<file path="src/pcr_pkg.sv">
// package: register map, field positions, reset values and states
package pcr_pkg;

  // register bank size and address window
  localparam int PCR_NUM_REGS = 9;
  localparam logic [7:0] PCR_OFS_MON_FAULT = 8'h4A;
  localparam logic [7:0] PCR_OFS_SHUTDOWN = 8'h4B;
  localparam logic [7:0] PCR_OFS_ZC_CONFIG = 8'h4C;
  localparam logic [7:0] PCR_OFS_ZC_TRIM = 8'h4D;
  localparam logic [7:0] PCR_OFS_MIN_LIMIT = 8'h4E;
  localparam logic [7:0] PCR_OFS_OV_THR = 8'h4F;
  localparam logic [7:0] PCR_OFS_UV_THR = 8'h50;
  localparam logic [7:0] PCR_OFS_WARN_THR = 8'h51;
  localparam logic [7:0] PCR_OFS_CLEAR = 8'h52;

  // bank indices, offset minus the first offset
  localparam logic [3:0] PCR_IDX_MON_FAULT = 4'h0;
  localparam logic [3:0] PCR_IDX_SHUTDOWN =
    4'(PCR_OFS_SHUTDOWN - PCR_OFS_MON_FAULT);
  localparam logic [3:0] PCR_IDX_ZC_CONFIG =
    4'(PCR_OFS_ZC_CONFIG - PCR_OFS_MON_FAULT);
  localparam logic [3:0] PCR_IDX_ZC_TRIM =
    4'(PCR_OFS_ZC_TRIM - PCR_OFS_MON_FAULT);
  localparam logic [3:0] PCR_IDX_MIN_LIMIT =
    4'(PCR_OFS_MIN_LIMIT - PCR_OFS_MON_FAULT);
  localparam logic [3:0] PCR_IDX_OV_THR =
    4'(PCR_OFS_OV_THR - PCR_OFS_MON_FAULT);
  localparam logic [3:0] PCR_IDX_UV_THR =
    4'(PCR_OFS_UV_THR - PCR_OFS_MON_FAULT);
  localparam logic [3:0] PCR_IDX_WARN_THR =
    4'(PCR_OFS_WARN_THR - PCR_OFS_MON_FAULT);
  localparam logic [3:0] PCR_IDX_CLEAR =
    4'(PCR_OFS_CLEAR - PCR_OFS_MON_FAULT);
  localparam logic [3:0] PCR_IDX_NONE = 4'hF;

  // writable bits of each register; the rest are reserved
  localparam logic [7:0] PCR_MASK [0:8] = '{
    8'h01, 8'h03, 8'h07, 8'h3F, 8'h3F, 8'h07, 8'h07, 8'hFF, 8'h01};
  // values after reset
  localparam logic [7:0] PCR_RESET [0:8] = '{
    8'h00, 8'h00, 8'h00, 8'h00, 8'h00, 8'h00, 8'h00, 8'hFF, 8'h00};

  // field positions
  localparam int PCR_BIT_MON_HICCUP = 0;
  localparam int PCR_BIT_SHD_ENABLE = 1;
  localparam int PCR_BIT_SHD_HICCUP = 0;
  localparam int PCR_BIT_ZC_MID = 2;
  localparam int PCR_BIT_ZC_RESET = 1;
  localparam int PCR_BIT_ZC_DISABLE = 0;
  localparam int PCR_TRIM_MSB = 5;
  localparam int PCR_MIN_THR_MSB = 5;
  localparam int PCR_MIN_THR_LSB = 1;
  localparam int PCR_BIT_MIN_ENABLE = 0;
  localparam int PCR_THR3_MSB = 2;
  localparam int PCR_BIT_CLEAR = 0;

  // special threshold codes
  localparam logic [2:0] PCR_OV_CLAMP_CODE = 3'h4;
  localparam logic [2:0] PCR_UV_OFF_CODE = 3'h4;

  // serial bus framing; device address value is arbitrary
  localparam logic [6:0] PCR_DEV_ADDR_DEFAULT = 7'h20;
  localparam logic [3:0] PCR_BITS_PER_BYTE = 4'h8;
  localparam logic [3:0] PCR_LAST_BIT = 4'h7;

  // serial slave states
  typedef enum logic [3:0] {
    PCR_ST_IDLE,
    PCR_ST_ADDR,
    PCR_ST_ADDR_ACK,
    PCR_ST_PTR,
    PCR_ST_PTR_ACK,
    PCR_ST_WDATA,
    PCR_ST_WDATA_ACK,
    PCR_ST_RDATA,
    PCR_ST_RACK
  } pcr_state_t;

endpackage

</file>
<file path="src/pcr_sync2.sv">
// two-flop synchroniser for the serial bus pins
`timescale 1ns/1ps
module pcr_sync2
(
  // clock and reset
  input wire logic clk,
  input wire logic resetn,
  // asynchronous pins and their synchronised copies
  input wire logic [1:0] pin_async,
  output logic [1:0] pin_sync
);

  logic [1:0] stage1_reg;
  logic [1:0] stage2_reg;

  // one pair of flops per pin; idle bus level is high
  genvar i;
  generate
    for (i = 0; i < 2; i++)
    begin : g_sync
      always_ff @(posedge clk or negedge resetn)
      begin
        if (!resetn)
        begin
          stage1_reg[i] <= 1'b1;
          stage2_reg[i] <= 1'b1;
        end
        else
        begin
          stage1_reg[i] <= pin_async[i];
          stage2_reg[i] <= stage1_reg[i];
        end
      end
    end
  endgenerate

  assign pin_sync = stage2_reg;

endmodule // pcr_sync2

</file>
<file path="src/pcr_protection_config_registers.sv">
// protection configuration register bank behind a serial management slave
`timescale 1ns/1ps
module pcr_protection_config_registers #(
  parameter logic [6:0] DEV_ADDR = pcr_pkg::PCR_DEV_ADDR_DEFAULT
)
(
  // clock and reset
  input wire logic clk,
  input wire logic resetn,
  // serial management pins
  input wire logic scl_in,
  input wire logic sda_in,
  output logic sda_out,
  output logic sda_oe_n,
  // thermal monitor and shutdown controls
  output logic stage_thermal_monitor_hiccup,
  output logic thermal_shutdown_enable,
  output logic thermal_shutdown_hiccup,
  output logic [7:0] stage_thermal_monitor_warn_threshold,
  // zero-cross detection controls
  output logic zero_cross_detect_pwm_mid,
  output logic zero_cross_detect_threshold_reset,
  output logic zero_cross_detect_disable,
  output logic [5:0] zero_cross_detect_trim,
  // minimum-output per-phase limit controls
  output logic [4:0] min_output_limit_disable_threshold,
  output logic min_output_limit_disable_enable,
  // voltage protection thresholds
  output logic [2:0] overvoltage_threshold,
  output logic overvoltage_protection_clamped,
  output logic [2:0] undervoltage_threshold,
  output logic undervoltage_protection_off,
  // over-current status clear strobe
  output logic overcurrent_limit_status_clear
);
  import pcr_pkg::*;

  // map a bus pointer onto a bank index, or none
  function automatic logic [3:0] pcr_index(input logic [7:0] ofs);
    logic [7:0] diff;
    diff = ofs - PCR_OFS_MON_FAULT;
    if (ofs < PCR_OFS_MON_FAULT || ofs > PCR_OFS_CLEAR)
      return PCR_IDX_NONE;
    return diff[3:0];
  endfunction

  logic [1:0] pins_sync;
  logic scl_s;
  logic sda_s;
  logic scl_prev_reg;
  logic sda_prev_reg;
  logic scl_rise;
  logic scl_fall;
  logic start_det;
  logic stop_det;

  pcr_state_t state_reg, state_next;
  logic [3:0] bit_cnt_reg, bit_cnt_next;
  logic [7:0] shift_reg, shift_next;
  logic [7:0] ptr_reg, ptr_next;
  logic rw_reg, rw_next;
  logic drive_reg, drive_next;
  logic acked_reg, acked_next;

  logic wr_en;
  logic [3:0] wr_idx;
  logic [7:0] wr_data;
  logic [3:0] rd_idx;
  logic [7:0] rd_byte;

  logic [7:0] mem_reg [0:PCR_NUM_REGS-1];
  logic [7:0] mem_next [0:PCR_NUM_REGS-1];
  logic clear_pulse_reg, clear_pulse_next;
  logic clear_bit;

  // bring both pins into the clock domain
  pcr_sync2 u_sync (
    .clk(clk),
    .resetn(resetn),
    .pin_async({scl_in, sda_in}),
    .pin_sync(pins_sync)
  );

  assign scl_s = pins_sync[1];
  assign sda_s = pins_sync[0];

  // previous pin levels for edge and condition detection
  always_ff @(posedge clk or negedge resetn)
  begin
    if (!resetn)
    begin
      scl_prev_reg <= 1'b1;
      sda_prev_reg <= 1'b1;
    end
    else
    begin
      scl_prev_reg <= scl_s;
      sda_prev_reg <= sda_s;
    end
  end

  // clock edges and start/stop conditions
  assign scl_rise = scl_s & ~scl_prev_reg;
  assign scl_fall = ~scl_s & scl_prev_reg;
  assign start_det = scl_s & scl_prev_reg & sda_prev_reg & ~sda_s;
  assign stop_det = scl_s & scl_prev_reg & ~sda_prev_reg & sda_s;

  // read path: unmapped offsets read as zero
  assign rd_idx = pcr_index(ptr_reg);
  assign rd_byte = (rd_idx == PCR_IDX_NONE) ? 8'h00 : mem_reg[rd_idx];
  assign wr_idx = pcr_index(ptr_reg);

  // serial slave: address, pointer, write bytes, read bytes
  always_comb
  begin
    state_next = state_reg;
    bit_cnt_next = bit_cnt_reg;
    shift_next = shift_reg;
    ptr_next = ptr_reg;
    rw_next = rw_reg;
    drive_next = drive_reg;
    acked_next = acked_reg;
    wr_en = 1'b0;
    wr_data = shift_reg;
    if (stop_det)
    begin
      state_next = PCR_ST_IDLE;
      drive_next = 1'b0;
    end
    else if (start_det)
    begin
      state_next = PCR_ST_ADDR;
      bit_cnt_next = 4'h0;
      drive_next = 1'b0;
    end
    else
    begin
      case (state_reg)
        PCR_ST_IDLE:
        begin
          drive_next = 1'b0;
        end
        PCR_ST_ADDR, PCR_ST_PTR, PCR_ST_WDATA:
        begin
          if (scl_rise && bit_cnt_reg != PCR_BITS_PER_BYTE)
          begin
            shift_next = {shift_reg[6:0], sda_s};
            bit_cnt_next = bit_cnt_reg + 4'h1;
          end
          else if (scl_fall && bit_cnt_reg == PCR_BITS_PER_BYTE)
          begin
            case (state_reg)
              PCR_ST_ADDR:
              begin
                if (shift_reg[7:1] == DEV_ADDR)
                begin
                  rw_next = shift_reg[0];
                  drive_next = 1'b1;
                  state_next = PCR_ST_ADDR_ACK;
                end
                else
                begin
                  state_next = PCR_ST_IDLE;
                end
              end
              PCR_ST_PTR:
              begin
                ptr_next = shift_reg;
                drive_next = 1'b1;
                state_next = PCR_ST_PTR_ACK;
              end
              default:
              begin
                wr_en = 1'b1;
                ptr_next = ptr_reg + 8'h01;
                drive_next = 1'b1;
                state_next = PCR_ST_WDATA_ACK;
              end
            endcase
          end
        end
        PCR_ST_ADDR_ACK, PCR_ST_PTR_ACK, PCR_ST_WDATA_ACK:
        begin
          if (scl_fall)
          begin
            bit_cnt_next = 4'h0;
            drive_next = 1'b0;
            if (state_reg == PCR_ST_ADDR_ACK && rw_reg)
            begin
              shift_next = rd_byte;
              ptr_next = ptr_reg + 8'h01;
              drive_next = ~rd_byte[7];
              state_next = PCR_ST_RDATA;
            end
            else if (state_reg == PCR_ST_ADDR_ACK)
            begin
              state_next = PCR_ST_PTR;
            end
            else
            begin
              state_next = PCR_ST_WDATA;
            end
          end
        end
        PCR_ST_RDATA:
        begin
          if (scl_fall)
          begin
            if (bit_cnt_reg == PCR_LAST_BIT)
            begin
              drive_next = 1'b0;
              state_next = PCR_ST_RACK;
            end
            else
            begin
              shift_next = {shift_reg[6:0], 1'b0};
              drive_next = ~shift_reg[6];
              bit_cnt_next = bit_cnt_reg + 4'h1;
            end
          end
        end
        PCR_ST_RACK:
        begin
          if (scl_rise)
          begin
            acked_next = ~sda_s;
          end
          else if (scl_fall)
          begin
            bit_cnt_next = 4'h0;
            if (acked_reg)
            begin
              shift_next = rd_byte;
              ptr_next = ptr_reg + 8'h01;
              drive_next = ~rd_byte[7];
              state_next = PCR_ST_RDATA;
            end
            else
            begin
              state_next = PCR_ST_IDLE;
            end
          end
        end
        default:
        begin
          state_next = PCR_ST_IDLE;
          drive_next = 1'b0;
        end
      endcase
    end
  end

  // serial slave state registers
  always_ff @(posedge clk or negedge resetn)
  begin
    if (!resetn)
    begin
      state_reg <= PCR_ST_IDLE;
      bit_cnt_reg <= 4'h0;
      shift_reg <= 8'h00;
      ptr_reg <= 8'h00;
      rw_reg <= 1'b0;
      drive_reg <= 1'b0;
      acked_reg <= 1'b0;
    end
    else
    begin
      state_reg <= state_next;
      bit_cnt_reg <= bit_cnt_next;
      shift_reg <= shift_next;
      ptr_reg <= ptr_next;
      rw_reg <= rw_next;
      drive_reg <= drive_next;
      acked_reg <= acked_next;
    end
  end

  // register writes with reserved bits masked, clear edge detection
  always_comb
  begin
    mem_next = mem_reg;
    clear_pulse_next = 1'b0;
    if (wr_en && wr_idx != PCR_IDX_NONE)
    begin
      mem_next[wr_idx] = wr_data & PCR_MASK[wr_idx];
      if (wr_idx == PCR_IDX_CLEAR && wr_data[PCR_BIT_CLEAR] && !clear_bit)
        clear_pulse_next = 1'b1;
    end
  end

  // register bank storage and clear strobe
  always_ff @(posedge clk or negedge resetn)
  begin
    if (!resetn)
    begin
      for (int k = 0; k < PCR_NUM_REGS; k++)
        mem_reg[k] <= PCR_RESET[k];
      clear_pulse_reg <= 1'b0;
    end
    else
    begin
      mem_reg <= mem_next;
      clear_pulse_reg <= clear_pulse_next;
    end
  end

  // open-drain data pin: only ever pulled low
  assign sda_out = 1'b0;
  assign sda_oe_n = ~drive_reg;
  assign clear_bit = mem_reg[PCR_IDX_CLEAR][PCR_BIT_CLEAR];
  assign overcurrent_limit_status_clear = clear_pulse_reg;

  // thermal controls
  assign stage_thermal_monitor_hiccup =
    mem_reg[PCR_IDX_MON_FAULT][PCR_BIT_MON_HICCUP];
  assign thermal_shutdown_enable =
    mem_reg[PCR_IDX_SHUTDOWN][PCR_BIT_SHD_ENABLE];
  assign thermal_shutdown_hiccup =
    mem_reg[PCR_IDX_SHUTDOWN][PCR_BIT_SHD_HICCUP];
  assign stage_thermal_monitor_warn_threshold =
    mem_reg[PCR_IDX_WARN_THR];

  // zero-cross controls
  assign zero_cross_detect_pwm_mid =
    mem_reg[PCR_IDX_ZC_CONFIG][PCR_BIT_ZC_MID];
  assign zero_cross_detect_threshold_reset =
    mem_reg[PCR_IDX_ZC_CONFIG][PCR_BIT_ZC_RESET];
  assign zero_cross_detect_disable =
    mem_reg[PCR_IDX_ZC_CONFIG][PCR_BIT_ZC_DISABLE];
  assign zero_cross_detect_trim =
    mem_reg[PCR_IDX_ZC_TRIM][PCR_TRIM_MSB:0];

  // minimum-output limit controls
  assign min_output_limit_disable_threshold =
    mem_reg[PCR_IDX_MIN_LIMIT][PCR_MIN_THR_MSB:PCR_MIN_THR_LSB];
  assign min_output_limit_disable_enable =
    mem_reg[PCR_IDX_MIN_LIMIT][PCR_BIT_MIN_ENABLE];

  // voltage thresholds and their special codes
  assign overvoltage_threshold = mem_reg[PCR_IDX_OV_THR][PCR_THR3_MSB:0];
  assign overvoltage_protection_clamped =
    (overvoltage_threshold == PCR_OV_CLAMP_CODE);
  assign undervoltage_threshold = mem_reg[PCR_IDX_UV_THR][PCR_THR3_MSB:0];
  assign undervoltage_protection_off =
    (undervoltage_threshold == PCR_UV_OFF_CODE);

  // helper: any reserved bit set anywhere in the bank
  logic rsv_any;
  always_comb
  begin
    rsv_any = 1'b0;
    for (int k = 0; k < PCR_NUM_REGS; k++)
      rsv_any = rsv_any | (|(mem_reg[k] & ~PCR_MASK[k]));
  end
endmodule // pcr_protection_config_registers

</file>
<file path="config.mk">
export PLATFORM = sky130hd
export DESIGN_NAME = pcr_protection_config_registers
export DESIGN_NICKNAME = d
export VERILOG_FILES = /design/src/pcr_pkg.sv /design/src/pcr_sync2.sv /design/src/pcr_protection_config_registers.sv
export SDC_FILE = /design/constraint.sdc
export NUM_CORES = 1
export LEC_CHECK = 0
export BUFFER_PORTS_ARGS = -buffer_cell sky130_fd_sc_hd__buf_2
export CAP_MARGIN = 20
export CELL_PAD_IN_SITES_DETAIL_PLACEMENT = 1
export CELL_PAD_IN_SITES_GLOBAL_PLACEMENT = 1
export CORE_MARGIN = 5
export CORE_UTILIZATION = 43
export CTS_CLUSTER_DIAMETER = 200
export DETAILED_ROUTE_END_ITERATION = 16
export PLACE_DENSITY = 0.82
export SYNTH_ARGS = -nofsm -noshare
export SYNTH_HDL_FRONTEND = slang
export SYNTH_HIERARCHICAL = 1
export SYNTH_SLANG_ARGS = --single-unit
</file>
<file path="constraint.sdc">
create_clock -name clk -period 2.8 [get_ports clk]
set_input_delay 0.14 -clock clk [delete_from_list [all_inputs] [get_ports clk]]
set_output_delay 0.14 -clock clk [all_outputs]
set_load 0.1 [all_outputs]
</file>
==> results of run 1 <==
==> per-stage QoR <==
stage	hold slack, ps	setup slack, ps	instance area (um2)	setup TNS, ps	instances
finish	349	33.0	6680	0	830
global route	358	-128	6680	-277	830
CTS	357	41.6	6590	0	824
detailed placement	211	-57.8	6260	-204	805
global placement	209	159	6260	0	805
floorplan	-156	11.7	5930	0	616
==> cell families (layout without fill, tap and decap cells) <==
kind of cell,Yosys count,count (layout),synth area share [%]
XOR/XNOR,2,2,0.296
other,1,1,0.0635
buffers and inverters,82,120,7.33
AO/OA/AOI/OAI,155,155,16.9
multiplexers,45,45,8.74
adder cells (fa/ha/maj),8,8,1.69
AND/OR/NAND/NOR,217,217,19.8
flip-flops,106,106,45.2
==> per-layer routing <==
layer	global-route usage (%)	vias to the layer above	part of all wire, %
met4	8.58	0	2.4
met3	3.05	40	4.9
met5	0	-	0
li1	-	2262	-
met1	29.0	2599	43
met2	38.0	151	49
==> final timing paths <==
| check | startpoint | slack (ps) | end |
|---|---|---|---|
| worst min register to register | u_sync/stage1_reg[0] | 360 | u_sync/pin_sync[0] |
| worst max-delay path | ptr_reg[2] | 30 | zero_cross_detect_trim[1] |
| max in group asynchronous | resetn | 1620 | stage_thermal_monitor_warn_threshold[1] |
| min in group clk | u_sync/stage1_reg[0] | 360 | u_sync/pin_sync[0] |
| worst min-delay path | resetn | 350 | ptr_reg[4] |
| worst max register to register | ptr_reg[2] | 30 | zero_cross_detect_trim[1] |
==> layout by cell type (no fill, tap or decap), types with 3 or more instances in the layout <==
cell and n:
dfrtp_1 91, nand2_1 68, o21ai_0 52, buf_4 41, buf_2 38, nor2_1 33
mux2_2 28, a21oi_1 25, inv_1 20, nand3_1 20, nand4_1 16, nor2b_1 14
a31oi_1 14, dfstp_2 14, mux2i_1 13, and2_1 10, clkbuf_16 9, ha_1 8
nand2_2 7, a22o_1 7, a221oi_1 7, nand2b_1 6, o21ai_1 5, nand3b_1 5
o211ai_1 5, o2111ai_1 5, and3_1 5, nor4_1 4, a32oi_1 4, nor4b_1 3
a21boi_0 3, o22ai_1 3, o31ai_1 3, nor3_4 3, and2b_1 3, dlygate4sd3_1 3
==> layout make-up <==
class	instances	area, um2
Fill cell	1520	6670
Inverter	21	78.8
Timing Repair Buffer	83	548
Multi-Input combinational cell	428	2870
Tap cell	176	220
Clock buffer	10	239
Clock inverter	6	57.6
Sequential cell	106	2670
==> timing repair <==
| item | 4_1_cts | 5_1_grt |
|---|---|---|
| hold buffers | 3 | 0 |
| setup endpoints to repair | 13 | 38 |
| pin swaps | 1 | 4 |
| cloned | 0 | 0 |
| gates resized for setup | 2 | 11 |
| endpoints found under the hold margin | 41 | 0 |
| buffers inserted | 0 | 6 |
==> power groups by stage <==
stage	logic, mW	registers (mW)	clock network (mW)
finish	0.937	1.82	1.28
CTS	0.907	1.81	1.29
floorplan	0.585	1.75	0
detailed placement	0.899	1.84	0
global route	1.02	1.83	1.35
global placement	0.864	1.83	0
==> critical path, stage by stage (launching register included) <==
cell and delay (ps):
dfrtp_2 460, inv_1 90, ha_1 140, nand2b_1 120, a221oi_4 310, nand2_2 100
or2_4 240, inv_1 60, ha_1 180, nand2_2 130, o21ai_0 390, nor2_1 150
mux2_2 290
==> flow_summary.ini, run 1 <==
[worst_setup_path]
worst_r2r_path_depth = 12
cp-end-kind = register
critical_path_required_ps = 3060
cp.arrival_ps = 3020
start_kind = register
critPathKind = register to register
path_max_fanout = 7

[job]
drv_cap = 0

[pwr]
p_per_area_mw_per_mm2 = 604
p_sw_share_pct = 35.7
power_frac_seq_pct = 45.1
pwr-share-comb_pct = 23.2
p_int_mw = 2.60
peakVddDrop_uv = 324
switchingPower_mw = 1.44
total_power_mw = 4.04
clock_power_share_pct = 31.7
leakage_nw = 3.04

[route]
vias_per_cell = 6.09
drt-pass1-iter-count = 5
drtAntennaViolNets = 0
via_count = 5052
wire_per_inst_um = 21.7
drcViolationCount = 0
routed_wl_um = 18000
drt_iter0_markers = 344

[logic_synthesis]
ys_top_cells_by_area = dfrtp_1 39%, dfstp_2 6.2%, mux2_2 5.7%
synth_nets = 628
synth_seq_area_share_pct = 45.2
synth_edf_count = 0
ys_types = 69
synth_top_area_share_pct = 39.0
avgSynthCellArea_um2 = 9.59
post-synth-top-count-cell = dfrtp_1
synth-seq-cells = 106
yosys.area.top_type = dfrtp_1
yosysWarningCount = 6
syn_area_mm2 = 0.00591
async_flop_share_pct = 100
synthTopCellsByCount = 92 x dfrtp_1, 73 x nand2_1, 53 x o21ai_0
synth_cells = 616
dominantRegCellSynth = dfrtp_1

[layout]
nNetsFinal = 661
final_util_pct = 50.1
drive_above_1_share_pct = 25.5
largest_register_ffs = 39
synthToLayoutAreaGrowth_pct = 13.1
antenna-diode-count = 0

[global_routing]
antenna_found_initial = 0
grt_use_total_pct = 22.3
grt_overflow = 0
grt_pass1_vias = 5299
grt_max_degree = 51
grt_pass1_wl_um = 28400

[die]
die_h_um = 127
dieWidth_um = 127
pin_count = 41
dieArea_mm2 = 0.0162
core_region_area_mm2 = 0.0133
num_rows = 42
initial_core_util_pct = 44.3

[clock_tree]
cts_sinks = 106
cts_inserted_buffers = 9
root_buffer = clkbuf_16
clk_pin_slew_ps = 80
cts_tree = done
htreeDepth = 3
cts.path.max_buffers = 2
clk_latency_ps = 370

[worst_hold_path]
hold_path_class = input pin to asynchronous set/reset pin

[timing]
min_period_over_period_pct = 98.8
min_period_ps = 2770
finalMaxSlewViolations = 0
hold_viol_final = 0
tightest_slew_ps = 691
slew_headroom_pct = 54.0
setup_viol = 0
fin_worst_skew_ps = 11.6
fmax_mhz = 361

[placed_design]
finalWeightedCongestion = 0.904
dpl.hpwl_um = 12800
io_buffers = 39

[status]
status = finished clean
Power figures use the tool's default switching activity.
==> run 2: changes to the inputs <==
ABC_AREA = 1   (was not set)
CORE_UTILIZATION = 41   (was 43)
==> flow_summary.ini, run 2 <==
[route]
drt_iter0_markers = 308
drcViolationCount = 0
vias_per_cell = 5.36
met3_length_um = 600
drt-pass1-iter-count = 5
highest_layer = met4
wl_met2_um = 8340
routed_wl_um = 17200
via_count = 5075
drt-met1-wl_um = 7690
drtAntennaViolNets = 0
wire_per_inst_um = 18.2

[timing]
worst_hold_slack_ps = 333
fin_setup_tns_ps = 0
min_period_ps = 2570
tightest_slew_ps = 628
min_period_over_period_pct = 91.6
rsz0062_at_grt = false
slew_headroom_pct = 58.0
worst_slack_ps = 234
hold_viol_final = 0
fin_worst_skew_ps = 9.67
setup_viol = 0
fmax_mhz = 390
finalMaxSlewViolations = 0

[layout]
drive_above_1_share_pct = 14.6
final_common_cell = nand2_1
nNetsFinal = 773
antenna-diode-count = 0
largest_register_ffs = 39
stdcell_count = 946
final_cell_mix = 202 x nand2_1, 92 x dfrtp_1, 78 x inv_1
n_fill_cell = 1745
final_util_pct = 45.6
synthToLayoutAreaGrowth_pct = 9.05

[placed_design]
finalWeightedCongestion = 0.929
placed_cells = 927
pre_cts_ws_ps = 146
dpl.hpwl_um = 12700
io_buffers = 39

[logic_synthesis]
dominantRegCellSynth = dfrtp_1
synthSimpleGateAreaFrac_pct = 26.8
synth_xor_area_share_pct = 0.606
synth-seq-cells = 106
synth_top_family_by_area = simple AND/OR/NAND/NOR gates
synth_compound_area_share_pct = 13.0
synthTopCellsByCount = 202 x nand2_1, 92 x dfrtp_1, 78 x inv_1
synth_edf_count = 0
syn_area_mm2 = 0.00578
synth_seq_area_share_pct = 46.2
synth_cells = 743
post-synth-top-count-cell = nand2_1
ys_types = 39
avgSynthCellArea_um2 = 7.78
yosysWarningCount = 6
synth_top_area_share_pct = 39.8
synth_fa_ha_area_share_pct = 1.73
ys_top_cells_by_area = dfrtp_1 40%, nand2_1 13%, dfstp_2 6.4%
async_flop_share_pct = 100
synth_nets = 755
muxShareOfSynthArea_pct = 0
yosys.area.top_type = dfrtp_1

[clock_tree]
htreeDepth = 3
cts_sinks = 106
cts_inserted_buffers = 9
clk_latency_ps = 360
clk_pin_slew_ps = 70
cts_setup_buffers = 0
root_buffer = clkbuf_16
cts.path.max_buffers = 2
cts_tree = done

[worst_setup_path]
crit_path_frequent_cell = nand2_1
critPathKind = register to register
cp.arrival_ps = 2800
worst-path-buf-inv = 2
worst_path_max_delay_cell = dfrtp_1
cp-end-kind = register
path_max_fanout = 13
start_kind = register
max_stage_delay_ps = 440
critical_path.cell_chain = inv_1 -> ha_1 -> nand2_1 -> nand2_1 -> nand2_1 -> nand2_2 -> nand3_1 -> ha_1 -> nand3_2 -> nand2_2 -> inv_4 -> nand4_2 -> nand2_1 -> o21ai_0
r2r_setup_slack_ps = 230
critical_path_required_ps = 3030
critPathTopFamily = simple AND/OR/NAND/NOR gates

[pwr]
p_per_area_mw_per_mm2 = 560
clock_power_share_pct = 33.6
peakVddDrop_uv = 317
leakage_nw = 2.99
switchingPower_mw = 1.13
pwr-share-comb_pct = 16.6
power_frac_seq_pct = 49.8
p_sw_share_pct = 32.1
p_int_mw = 2.40

[global_routing]
antenna_found_initial = 0
grt_max_degree = 63
grt_overflow = 0
grt_pass1_vias = 5434
grt_use_total_pct = 21.9
grt_pass1_wl_um = 28600

[job]
drv_cap = 0

[worst_hold_path]
hold_path_class = input pin to asynchronous set/reset pin

[status]
status = finished clean

[die]
core_region_area_mm2 = 0.0138
dieArea_mm2 = 0.0166
die_h_um = 129
dieWidth_um = 129
initial_core_util_pct = 41.8
num_rows = 43
pin_count = 41
[run 2: metal layers]
layer | up-vias | track usage, %
met2 | 95 | 36.1
met5 | - | 0
li1 | 2423 | -
met1 | 2523 | 28.7
met3 | 34 | 3.07
met4 | 0 | 9.94
[run 2: path summary, 6_finish.rpt]
path,from,end,cells after the start
max reg2reg,ptr_reg[2],mem_reg[53],14
min,resetn,ptr_reg[0],2
min in group clk,u_sync/stage1_reg[1],u_sync/pin_sync[1],0
max,ptr_reg[2],mem_reg[53],14
max in group asynchronous,resetn,stage_thermal_monitor_warn_threshold[5],3
min reg2reg,u_sync/stage1_reg[1],u_sync/pin_sync[1],0
[run 2: cell type report]
class,count,area [um2],share of cell area (%)
clock inverters,5,28.8,0.457
inverters,87,332,5.26
well taps,180,225,3.57
flip-flops and latches,106,2670,42.4
clock buffers,11,233,3.69
multi-input cells,498,2440,38.8
repair buffers,59,372,5.90
[run 2: per-stage QoR]
step | power (mW) | instance area, um2
after CTS | 3.56 | 6290
after floorplan | 2.14 | 5780
after global placement | 2.34 | 6000
final | 3.53 | 6300
after global routing | 3.70 | 6300
after detailed placement | 2.37 | 6000
[run 2: power by group through the flow]
stage / sequential [mW] / combinational (mW) / clock [mW]
after floorplan: 1.74 / 0.398 / 0
after global placement: 1.78 / 0.565 / 0
after detailed placement: 1.79 / 0.580 / 0
after CTS: 1.76 / 0.586 / 1.21
after global routing: 1.78 / 0.654 / 1.28
final: 1.76 / 0.586 / 1.19
[run 2: cell families after synthesis]
kind of cell | after synthesis
flip-flops | 106
adder cells (fa/ha/maj) | 8
AO/OA/AOI/OAI | 140
buffers and inverters | 139
other | 1
XOR/XNOR | 4
AND/OR/NAND/NOR | 345
[run 2: timing repair]
item	4_1_cts	5_1_grt
hold buffers	3	0
endpoints found under the setup margin	0	3
resized for setup	0	2
endpoints found under the hold margin	33	0
